<file path="src/rtl/ctfs_map.vh">
// constants for the can transceiver fault supervisor
`ifndef CTFS_MAP_VH
`define CTFS_MAP_VH
`define CTFS_CLK_MHZ            100
`define CTFS_FAULT_EDGES        4
`define CTFS_DOM_MIN_NS         1500
`define CTFS_DOM_MIN_CYC        ((`CTFS_DOM_MIN_NS * `CTFS_CLK_MHZ + 999) / 1000)
`define CTFS_RECHECK_MS         300
`define CTFS_RECHECK_CYC        (`CTFS_RECHECK_MS * 1000 * `CTFS_CLK_MHZ)
`define CTFS_DTO_US             1000
`define CTFS_DTO_CYC            (`CTFS_DTO_US * `CTFS_CLK_MHZ)
`define CTFS_BUV_FLT_US         100
`define CTFS_BUV_FLT_CYC        (`CTFS_BUV_FLT_US * `CTFS_CLK_MHZ)
`define CTFS_RUV_FLT_US         100
`define CTFS_RUV_FLT_CYC        (`CTFS_RUV_FLT_US * `CTFS_CLK_MHZ)
`define CTFS_UVSLP_MS           200
`define CTFS_UVSLP_CYC          (`CTFS_UVSLP_MS * 1000 * `CTFS_CLK_MHZ)
`define CTFS_BF_HCANL           0
`define CTFS_BF_HBAT            1
`define CTFS_BF_LGND            2
`define CTFS_BF_OPEN            3
`define CTFS_BF_BUSGND          4
`define CTFS_BF_BUSBAT          5
`define CTFS_BF_W               6
`define CTFS_MODE_SLEEP         2'h0
`define CTFS_MODE_STANDBY       2'h1
`define CTFS_MODE_NORMAL        2'h2
`define CTFS_MODE_FAILSAFE      2'h3
`define CTFS_ST_STANDBY         3'h0
`define CTFS_ST_NORMAL          3'h1
`define CTFS_ST_SLEEP           3'h2
`define CTFS_ST_TSD             3'h3
`define CTFS_ST_FAILSAFE        3'h4
`define CTFS_ST_BUV             3'h5
`endif

</file>
<file path="src/rtl/ctfs_filter.v">
// persistence filter: output rises after input held high for the given count
`timescale 1ns/10ps
`default_nettype none
module ctfs_filter #(
    parameter CNT = 10
) (
    input  wire clk_sys_i,  // system clock
    input  wire rst_i,      // async reset
    input  wire level_i,    // raw condition
    output reg  hit_o       // condition confirmed
);
    reg [31:0] cnt_r;
    always @(posedge clk_sys_i or posedge rst_i) begin
        if (rst_i) begin
            cnt_r <= 32'h0;
            hit_o <= 1'b0;
        end else if (!level_i) begin
            cnt_r <= 32'h0;
            hit_o <= 1'b0;
        end else if (cnt_r >= CNT - 1) begin
            hit_o <= 1'b1;
        end else begin
            cnt_r <= cnt_r + 32'h1;
        end
    end
endmodule
`default_nettype wire

</file>
<file path="src/rtl/ctfs_supervisor.v">
// fault supervision and protection state logic of a can transceiver
// Notes on behaviour
// - bus fault needs four long-dominant transitions
// - classify six bus fault kinds with flags
// - thermal warning raises interrupt
// - thermal shutdown disables transceiver, blocks transmit
// - thermal shutdown sets flag and interrupt
// - register port stays alive during shutdown
// - recheck overtemperature every 300 ms
// - thermal shutdown ignores normal/standby, accepts sleep
// - fail-safe enabled: shutdown enters fail-safe
// - long low on transmit disables driver
// - transmit high re-enables driver, clears timeout
// - timeout keeps receiver active, bus recessive
// - undervoltage enters protected bus-safe state
// - battery undervoltage blocks host signalling
// - battery undervoltage filtered before declared
// - battery undervoltage turns off inhibit output
// - battery recovery enters standby, starts error timer
// - regulator undervoltage filtered before sleep timer
// - sleep timer expiry with undervoltage enters sleep
// - regulator overvoltage sets flag, enters fail-safe
// - fail-safe keeps transceiver disabled
// - high is recessive, low is dominant
// - fault flags reset zero, write-one clears
`timescale 1ns/10ps
`default_nettype none
`include "ctfs_map.vh"
module ctfs_supervisor #(
    parameter RECHECK_CYC = `CTFS_RECHECK_CYC,
    parameter DTO_CYC     = `CTFS_DTO_CYC,
    parameter BUV_CYC     = `CTFS_BUV_FLT_CYC,
    parameter RUV_CYC     = `CTFS_RUV_FLT_CYC,
    parameter UVSLP_CYC   = `CTFS_UVSLP_CYC,
    parameter DOM_CYC     = `CTFS_DOM_MIN_CYC,
    parameter EDGES       = `CTFS_FAULT_EDGES
) (
    input  wire                   clk_sys_i,             // 100 MHz clock
    input  wire                   rst_i,                 // async reset, high
    input  wire                   txd_i,                 // transmit, low=dominant
    input  wire                   bus_rx_i,              // bus level, low=dominant
    input  wire [`CTFS_BF_W-1:0]  bus_fault_cond_i,      // analog fault detectors
    input  wire                   thermal_warn_i,        // over warning threshold
    input  wire                   thermal_over_i,        // over shutdown threshold
    input  wire                   battery_uv_i,          // below falling threshold
    input  wire                   regulator_uv_i,        // regulator undervoltage
    input  wire                   regulator_ov_i,        // regulator overvoltage
    input  wire                   failsafe_en_i,         // fail-safe mode enabled
    input  wire                   mode_wr_i,             // mode write strobe
    input  wire [1:0]             mode_wdata_i,          // requested mode
    input  wire                   flag_wr_i,             // flag clear strobe
    input  wire [`CTFS_BF_W-1:0]  bus_fault_clr_i,       // write-one-to-clear mask
    input  wire [3:0]             evt_clr_i,             // clear warn,tsd,ov,uv
    output reg  [`CTFS_BF_W-1:0]  bus_fault_o,           // bus fault flags
    output reg                    thermal_warn_flag_o,   // warning flag
    output reg                    thermal_shutdown_flag_o, // shutdown flag
    output reg                    regulator_ov_flag_o,   // overvoltage flag
    output reg                    battery_uv_flag_o,     // battery undervoltage flag
    output reg                    irq_o,                 // interrupt, high active
    output reg                    can_drv_en_o,          // driver enable
    output reg                    can_xcvr_en_o,         // transceiver enable
    output reg                    bus_tx_o,              // to driver, high=recessive
    output reg                    rxd_o,                 // to host, high=recessive
    output reg                    host_if_en_o,          // host interface enabled
    output reg                    supply_inhibit_output_o, // external supply enable
    output reg                    sleep_wake_error_timer_start_o, // pulse
    output reg                    dominant_timeout_o,    // timeout active
    output reg  [2:0]             state_o                // protection state
);
    localparam ST_STANDBY  = `CTFS_ST_STANDBY;
    localparam ST_NORMAL   = `CTFS_ST_NORMAL;
    localparam ST_SLEEP    = `CTFS_ST_SLEEP;
    localparam ST_TSD      = `CTFS_ST_TSD;
    localparam ST_FAILSAFE = `CTFS_ST_FAILSAFE;
    localparam ST_BUV      = `CTFS_ST_BUV;

    // shared saturating step for the long timers
    function [31:0] ctfs_inc;
        input [31:0] v;
        begin
            ctfs_inc = (v == 32'hFFFFFFFF) ? v : v + 32'h1;
        end
    endfunction

    reg  [2:0]  state_r;
    reg  [2:0]  state_nxt;
    reg  [31:0] tsd_cnt_r;
    reg  [31:0] dto_cnt_r;
    reg  [31:0] slp_cnt_r;
    reg         slp_run_r;
    reg         txd_d_r;
    reg         warn_d_r;
    reg         tsd_d_r;
    reg         ov_d_r;
    reg         bus_d_r;
    reg  [15:0] dom_cnt_r;
    reg  [2:0]  edge_cnt_r [0:`CTFS_BF_W-1];
    reg         buv_d_r;
    wire        buv_hit;
    wire        ruv_hit;
    integer     i;

    ctfs_filter #(.CNT(BUV_CYC)) u_buv (
        .clk_sys_i (clk_sys_i),
        .rst_i     (rst_i),
        .level_i   (battery_uv_i),
        .hit_o     (buv_hit)
    );

    ctfs_filter #(.CNT(RUV_CYC)) u_ruv (
        .clk_sys_i (clk_sys_i),
        .rst_i     (rst_i),
        .level_i   (regulator_uv_i),
        .hit_o     (ruv_hit)
    );

    wire tsd_rise   = thermal_over_i & ~tsd_d_r;
    wire recheck_ok = (tsd_cnt_r >= RECHECK_CYC - 1) & ~thermal_over_i;
    wire slp_expire = slp_run_r & (slp_cnt_r >= UVSLP_CYC - 1) & ruv_hit;
    wire protect    = (state_r == ST_TSD) | (state_r == ST_FAILSAFE) |
                      (state_r == ST_BUV) | (state_r == ST_SLEEP) | ruv_hit;

    // protection state machine
    always @* begin
        state_nxt = state_r;
        case (state_r)
            ST_STANDBY, ST_NORMAL, ST_SLEEP: begin
                if (mode_wr_i && mode_wdata_i == `CTFS_MODE_NORMAL)
                    state_nxt = ST_NORMAL;
                else if (mode_wr_i && mode_wdata_i == `CTFS_MODE_STANDBY)
                    state_nxt = ST_STANDBY;
                else if (mode_wr_i && mode_wdata_i == `CTFS_MODE_SLEEP)
                    state_nxt = ST_SLEEP;
            end
            ST_TSD: begin
                if (mode_wr_i && mode_wdata_i == `CTFS_MODE_SLEEP)
                    state_nxt = ST_SLEEP;
                else if (recheck_ok)
                    state_nxt = ST_STANDBY;
            end
            ST_FAILSAFE: begin
                if (recheck_ok && !regulator_ov_i)
                    state_nxt = ST_STANDBY;
            end
            ST_BUV: begin
                if (!battery_uv_i)
                    state_nxt = ST_STANDBY;
            end
            default: state_nxt = ST_STANDBY;
        endcase
        // faults take priority over any mode write
        if (slp_expire)
            state_nxt = ST_SLEEP;
        if (tsd_rise)
            state_nxt = failsafe_en_i ? ST_FAILSAFE : ST_TSD;
        if (regulator_ov_i && !ov_d_r)
            state_nxt = ST_FAILSAFE;
        if (buv_hit)
            state_nxt = ST_BUV;
    end

    always @(posedge clk_sys_i or posedge rst_i) begin
        if (rst_i) begin
            state_r   <= ST_STANDBY;
            tsd_cnt_r <= 32'h0;
            dto_cnt_r <= 32'h0;
            slp_cnt_r <= 32'h0;
            slp_run_r <= 1'b0;
            txd_d_r   <= 1'b1;
            warn_d_r  <= 1'b0;
            tsd_d_r   <= 1'b0;
            ov_d_r    <= 1'b0;
            bus_d_r   <= 1'b1;
            dom_cnt_r <= 16'h0;
            buv_d_r   <= 1'b0;
        end else begin
            state_r  <= state_nxt;
            txd_d_r  <= txd_i;
            warn_d_r <= thermal_warn_i;
            tsd_d_r  <= thermal_over_i;
            ov_d_r   <= regulator_ov_i;
            bus_d_r  <= bus_rx_i;
            buv_d_r  <= buv_hit;
            // timer restarts at onset and after every recheck
            if (tsd_rise || recheck_ok || state_r != state_nxt)
                tsd_cnt_r <= 32'h0;
            else if (tsd_cnt_r >= RECHECK_CYC - 1)
                tsd_cnt_r <= 32'h0;
            else
                tsd_cnt_r <= ctfs_inc(tsd_cnt_r);
            // dominant timeout counter starts on a falling edge
            if (txd_i)
                dto_cnt_r <= 32'h0;
            else if (txd_d_r)
                dto_cnt_r <= 32'h1;
            else
                dto_cnt_r <= ctfs_inc(dto_cnt_r);
            if (!ruv_hit) begin
                slp_run_r <= 1'b0;
                slp_cnt_r <= 32'h0;
            end else begin
                slp_run_r <= 1'b1;
                slp_cnt_r <= slp_run_r ? ctfs_inc(slp_cnt_r) : 32'h0;
            end
            // dominant bit length measured on the bus
            if (bus_rx_i)
                dom_cnt_r <= 16'h0;
            else if (dom_cnt_r != 16'hFFFF)
                dom_cnt_r <= dom_cnt_r + 16'h1;
        end
    end

    // a qualifying edge is dominant-to-recessive after a long enough dominant bit
    // the bit must last strictly longer than the minimum; exactly the limit is too short
    // limitation: length is counted in whole cycles of the sampled bus level
    wire long_edge = bus_rx_i & ~bus_d_r & (dom_cnt_r > DOM_CYC);

    always @(posedge clk_sys_i or posedge rst_i) begin
        if (rst_i) begin
            for (i = 0; i < `CTFS_BF_W; i = i + 1)
                edge_cnt_r[i] <= 3'h0;
            bus_fault_o <= {`CTFS_BF_W{1'b0}};
        end else begin
            for (i = 0; i < `CTFS_BF_W; i = i + 1) begin
                if (!bus_fault_cond_i[i])
                    edge_cnt_r[i] <= 3'h0;
                else if (long_edge && edge_cnt_r[i] < EDGES)
                    edge_cnt_r[i] <= edge_cnt_r[i] + 3'h1;
                // set wins over a simultaneous write-one clear
                if (bus_fault_cond_i[i] && long_edge && edge_cnt_r[i] == EDGES - 1)
                    bus_fault_o[i] <= 1'b1;
                else if (flag_wr_i && bus_fault_clr_i[i])
                    bus_fault_o[i] <= 1'b0;
            end
        end
    end

    // event flags and derived outputs
    always @(posedge clk_sys_i or posedge rst_i) begin
        if (rst_i) begin
            thermal_warn_flag_o            <= 1'b0;
            thermal_shutdown_flag_o        <= 1'b0;
            regulator_ov_flag_o            <= 1'b0;
            battery_uv_flag_o              <= 1'b0;
            irq_o                          <= 1'b0;
            can_drv_en_o                   <= 1'b0;
            can_xcvr_en_o                  <= 1'b0;
            bus_tx_o                       <= 1'b1;
            rxd_o                          <= 1'b1;
            host_if_en_o                   <= 1'b1;
            supply_inhibit_output_o        <= 1'b1;
            sleep_wake_error_timer_start_o <= 1'b0;
            dominant_timeout_o             <= 1'b0;
            state_o                        <= ST_STANDBY;
        end else begin
            if (thermal_warn_i && !warn_d_r)
                thermal_warn_flag_o <= 1'b1;
            else if (flag_wr_i && evt_clr_i[0])
                thermal_warn_flag_o <= 1'b0;
            if (tsd_rise)
                thermal_shutdown_flag_o <= 1'b1;
            else if (flag_wr_i && evt_clr_i[1])
                thermal_shutdown_flag_o <= 1'b0;
            if (regulator_ov_i && !ov_d_r)
                regulator_ov_flag_o <= 1'b1;
            else if (flag_wr_i && evt_clr_i[2])
                regulator_ov_flag_o <= 1'b0;
            if (buv_hit && !buv_d_r)
                battery_uv_flag_o <= 1'b1;
            else if (flag_wr_i && evt_clr_i[3])
                battery_uv_flag_o <= 1'b0;
            irq_o <= (|bus_fault_o) | thermal_warn_flag_o | thermal_shutdown_flag_o |
                     regulator_ov_flag_o | battery_uv_flag_o;
            // only normal mode drives; protection states hold it off
            can_xcvr_en_o <= (state_nxt == ST_NORMAL) & ~ruv_hit;
            can_drv_en_o  <= (state_nxt == ST_NORMAL) & ~ruv_hit &
                             ~(~txd_i & (dto_cnt_r >= DTO_CYC - 1)) &
                             ~(dominant_timeout_o & ~txd_i);
            if (txd_i)
                dominant_timeout_o <= 1'b0;
            else if (dto_cnt_r >= DTO_CYC - 1)
                dominant_timeout_o <= 1'b1;
            // recessive bias when the driver is off
            bus_tx_o <= (state_nxt == ST_NORMAL) & ~protect & ~dominant_timeout_o &
                        ~(~txd_i & (dto_cnt_r >= DTO_CYC - 1)) ? txd_i : 1'b1;
            // receiver stays live except under battery undervoltage
            rxd_o <= (state_nxt == ST_BUV) ? 1'b1 : bus_rx_i;
            host_if_en_o <= (state_nxt != ST_BUV);
            // core keeps running in thermal shutdown so register port stays up
            if (buv_hit)
                supply_inhibit_output_o <= 1'b0;
            else if (state_nxt != ST_SLEEP)
                supply_inhibit_output_o <= 1'b1;
            else
                supply_inhibit_output_o <= 1'b0;
            sleep_wake_error_timer_start_o <= (state_r == ST_BUV) &&
                                              (state_nxt == ST_STANDBY);
            state_o <= state_nxt;
        end
    end
endmodule
`default_nettype wire

</file>
<file path="config.mk">
export PLATFORM = sky130hd
export DESIGN_NAME = ctfs_supervisor
export DESIGN_NICKNAME = d
export VERILOG_FILES = /design/src/rtl/ctfs_filter.v /design/src/rtl/ctfs_supervisor.v
export VERILOG_INCLUDE_DIRS = /design/src /design/src/rtl
export SDC_FILE = /design/constraint.sdc
export NUM_CORES = 1
export LEC_CHECK = 0
export ABC_AREA = 1
export ABC_CLOCK_PERIOD_IN_PS = 6960
export BUFFER_PORTS_ARGS = -buffer_cell sky130_fd_sc_hd__buf_2
export CAP_MARGIN = 30
export CORE_MARGIN = 2
export CORE_UTILIZATION = 25
export CTS_CLUSTER_SIZE = 40
export DETAILED_ROUTE_END_ITERATION = 8
export PLACE_DENSITY = 0.38
export SYNTH_ARGS = -nofsm -noshare
export SYNTH_HDL_FRONTEND = slang
export SYNTH_SLANG_ARGS = --single-unit
</file>
<file path="constraint.sdc">
create_clock -name clk_sys_i -period 6.96 [get_ports clk_sys_i]
set_input_delay 0.696 -clock clk_sys_i [delete_from_list [all_inputs] [get_ports clk_sys_i]]
set_output_delay 0.696 -clock clk_sys_i [all_outputs]
set_load 0.05 [all_outputs]
</file>
==> results.json <==
{
  "syn_inst": 1436,
  "maxCapViolCount": 0,
  "final_area_sq_um": 13700,
  "tightestPinTransition_ns": 0.745,
  "multi_input_area_sq_um": 5070,
  "powerDensity_nw_per_um2": 234,
  "initial_core_util": 0.252,
  "clk_pin_slew_ns": 0.06,
  "ant_nets": 0,
  "fin_crit_sh": 0.380,
  "grt_pass1_vias": 9563,
  "finish.utilization": 0.296,
  "power_frac_comb": 0.054,
  "final_cells": 2135,
  "num_rows": 79,
  "cp-startpoint": "u_ruv.hit_o$_DFFE_PP0P_",
  "end_kind": "flip-flop",
  "dp_slack_ns": 4.18,
  "grt_first_pass_wirelength_um": 49900,
  "fmax_mhz": 378,
  "dp_cells": 2081,
  "postCtsHoldBufs": 0,
  "finalWirelength_um": 29600,
  "gp_congestion": 0.804,
  "clockPowerShare": 0.529,
  "seq_area_frac_synth": 0.483,
  "place_area_sq_um": 12600,
  "drc_errors": 0,
  "r2r_slack_ns": 4.31,
  "finalWorstSetupSlack_ns": 4.31,
  "clock_sinks": 225,
  "internal_power_mw": 2.46,
  "regArea_sq_um": 5640,
  "grt_max_degree": 131,
  "cts-htree-levels": 1,
  "firstDrtPassIters": 5,
  "arrival_ns": 3.12,
  "dp_hpwl_um": 20800,
  "drt_iter0_markers": 561,
  "nNetsFinal": 1555,
  "antenna_found_initial": 0,
  "synth_edf_count": 0,
  "swShare": 0.237,
  "p_seq_frac": 0.416,
  "ir_worst_vdd_mv": 0.146,
  "synth.avg_cell_area_sq_um": 8.13,
  "min_path_type": "input pin to asynchronous set/reset pin",
  "r2r_cells": 11,
  "cts_tree": "built",
  "viasPerCell": 4.46,
  "setup-tns-final_ns": 0,
  "path_class": "flip-flop to flip-flop",
  "drive_gt1_frac": 0.126,
  "syn_area_sq_um": 11700,
  "cts_resized": 0,
  "track_usage": 0.126,
  "die_x_um": 220,
  "grt-ovfl-total": 0,
  "ys_async_sr_fraction": 1.00,
  "ys_seq_elements": 225,
  "core_area_sq_um": 46400,
  "syn_to_final_growth_pct": 17.7,
  "postCtsSetupBuffers": 0,
  "whs_ns": 0.133,
  "ios": 52,
  "diodes": 0,
  "clock_latency_ns": 0.57,
  "finalPower_mw": 3.22,
  "rsz0062_at_grt": "no",
  "path_max_fanout": 25,
  "p_leak_nw": 6.30,
  "worstReg2RegStart": "u_ruv.hit_o$_DFFE_PP0P_",
  "ys_types": 58,
  "port_buffers": 51,
  "p_sw_mw": 0.765,
  "finalSetupViolCount": 0,
  "post-route-min-period_ns": 2.65,
  "required_ns": 7.43,
  "wire_per_inst_um": 13.9,
  "cts-root-buf": "clkbuf_16",
  "die_h_um": 220,
  "slew_violations": 0,
  "r2r-end": "tsd_cnt_r[21]$_DFFE_PP0P_",
  "cts_inserted_buffers": 29,
  "clk_path_buf_depth": 3,
  "hold_viol_final": 0,
  "ys_warn_count": 0,
  "ys.flop_type": "dfrtp_1",
  "vias": 9517,
  "die_area_sq_um": 48400,
  "status": "finished, final reports clean",
  "fin_skew_ns": 0.0103,
  "start_kind": "flip-flop",
  "fillCellCount": 4968,
  "slew-limit-headroom": 0.503
}
==> power by group through the flow <==
| stage | clock (mW) | sequential (mW) | combinational, mW |
|---|---|---|---|
| after CTS | 1.77 | 1.34 | 0.179 |
| after global placement | 0 | 1.36 | 0.180 |
| after floorplan | 0 | 1.39 | 0.0930 |
| after global routing | 1.83 | 1.34 | 0.196 |
| final | 1.70 | 1.34 | 0.174 |
| after detailed placement | 0 | 1.36 | 0.178 |
==> synthesized netlist by cell type (3+ instances only) <==
library cell | instances | share of area
nand2_1 | 284 | 0.091
dfrtp_1 | 219 | 0.47
inv_1 | 213 | 0.068
nor2_1 | 147 | 0.047
nand3_1 | 87 | 0.037
o21ai_0 | 70 | 0.030
nor3_1 | 64 | 0.027
a21oi_1 | 52 | 0.022
nor4_1 | 37 | 0.020
nand4_1 | 26 | 0.014
nor3_2 | 26 | 0.022
xor2_1 | 21 | 0.016
ha_1 | 19 | 0.020
inv_2 | 17 | 0.0055
clkbuf_1 | 14 | 0.0045
a31oi_1 | 13 | 0.0070
o21a_1 | 12 | 0.0077
nand2_2 | 11 | 0.0059
a211oi_1 | 10 | 0.0064
a32o_1 | 6 | 0.0051
dfstp_2 | 6 | 0.014
nor2_2 | 6 | 0.0032
o21ai_1 | 6 | 0.0026
o31ai_1 | 6 | 0.0039
buf_6 | 5 | 0.0048
and3_1 | 4 | 0.0021
o211a_1 | 4 | 0.0034
nand2_4 | 3 | 0.0029
nand3_2 | 3 | 0.0026
nand3b_1 | 3 | 0.0019
nor4_2 | 3 | 0.0032
or2_2 | 3 | 0.0016
or4_1 | 3 | 0.0019
xnor2_1 | 3 | 0.0023
==> cell families after synthesis <==
kind of cell | after synthesis | share of synthesized area
AO/OA/AOI/OAI | 193 | 0.0989
XOR/XNOR | 24 | 0.0180
adder cells (fa/ha/maj) | 19 | 0.0204
buffers and inverters | 254 | 0.0851
flip-flops | 225 | 0.483
other | 1 | 0.000321
AND/OR/NAND/NOR | 720 | 0.294
==> sequential cells by signal (all words and copies together), names as in the netlist, 3 cells and up <==
register	count
u_buv.cnt_r	32
dom_cnt_r	16
tsd_cnt_r	32
slp_cnt_r	32
bus_fault_o	6
edge_cnt_r	18
state_o	3
u_ruv.cnt_r	32
dto_cnt_r	32
==> placed cells by master, fill, tap and decap left out, types with 4 or more instances in the layout <==
cell	instances
a31oi_1	13
nand3_1	87
nor3_1	64
conb_1	7
nand4_1	26
inv_2	17
o211a_1	4
ha_1	19
xor2_1	21
dfrtp_1	219
nor2_2	6
nand2_1	284
and3_1	4
o21a_1	12
nor4_1	37
o21ai_0	70
clkbuf_8	10
a211oi_1	10
bufinv_16	6
buf_2	51
a21oi_1	52
inv_1	212
a32o_1	6
nand2_2	11
dfstp_2	6
o21ai_1	6
clkbuf_16	29
nor2_1	147
nor3_2	26
o31ai_1	6
==> layout make-up <==
| class | instances | area share |
|---|---|---|
| clock buffer | 42 | 0.0636 |
| clock inverter | 11 | 0.0162 |
| inverter | 232 | 0.0639 |
| multi-input combinational | 963 | 0.369 |
| sequential | 225 | 0.410 |
| tap | 607 | 0.0553 |
| timing repair buffer | 55 | 0.0222 |
==> critical path: stages (launching register included) <==
cell	delay, ns
dfrtp_1	0.43
nand2_1	0.53
inv_2	0.33
nand2_1	0.17
nand2_1	0.06
nor2_1	0.10
nand2_2	0.08
nand2_2	0.09
nand2_1	0.07
nand2_2	0.08
nand3_4	0.34
nor3_1	0.26
==> routing by layer <==
| layer | vias to the layer above | routed length [um] | GRT usage |
|---|---|---|---|
| li1 | 4870 | - | - |
| met1 | 4473 | 14900 | 0.175 |
| met2 | 130 | 13000 | 0.203 |
| met3 | 44 | 1100 | 0.0224 |
| met4 | 0 | 636 | 0.0318 |
| met5 | - | 0 | 0 |
==> how the worst max path moves through the flow <==
stage / endpoint / slack [ns] / cells past startpoint
floorplan: battery_uv_flag_o$_DFFE_PP0P_ / 0.11 / 1
global placement: tsd_cnt_r[24]$_DFFE_PP0P_ / 4.24 / 11
detailed placement: tsd_cnt_r[23]$_DFFE_PP0P_ / 4.18 / 11
CTS: tsd_cnt_r[21]$_DFFE_PP0P_ / 4.21 / 11
global route: tsd_cnt_r[23]$_DFFE_PP0P_ / 3.96 / 11
finish: tsd_cnt_r[21]$_DFFE_PP0P_ / 4.31 / 11
Power figures use the tool's default switching activity.
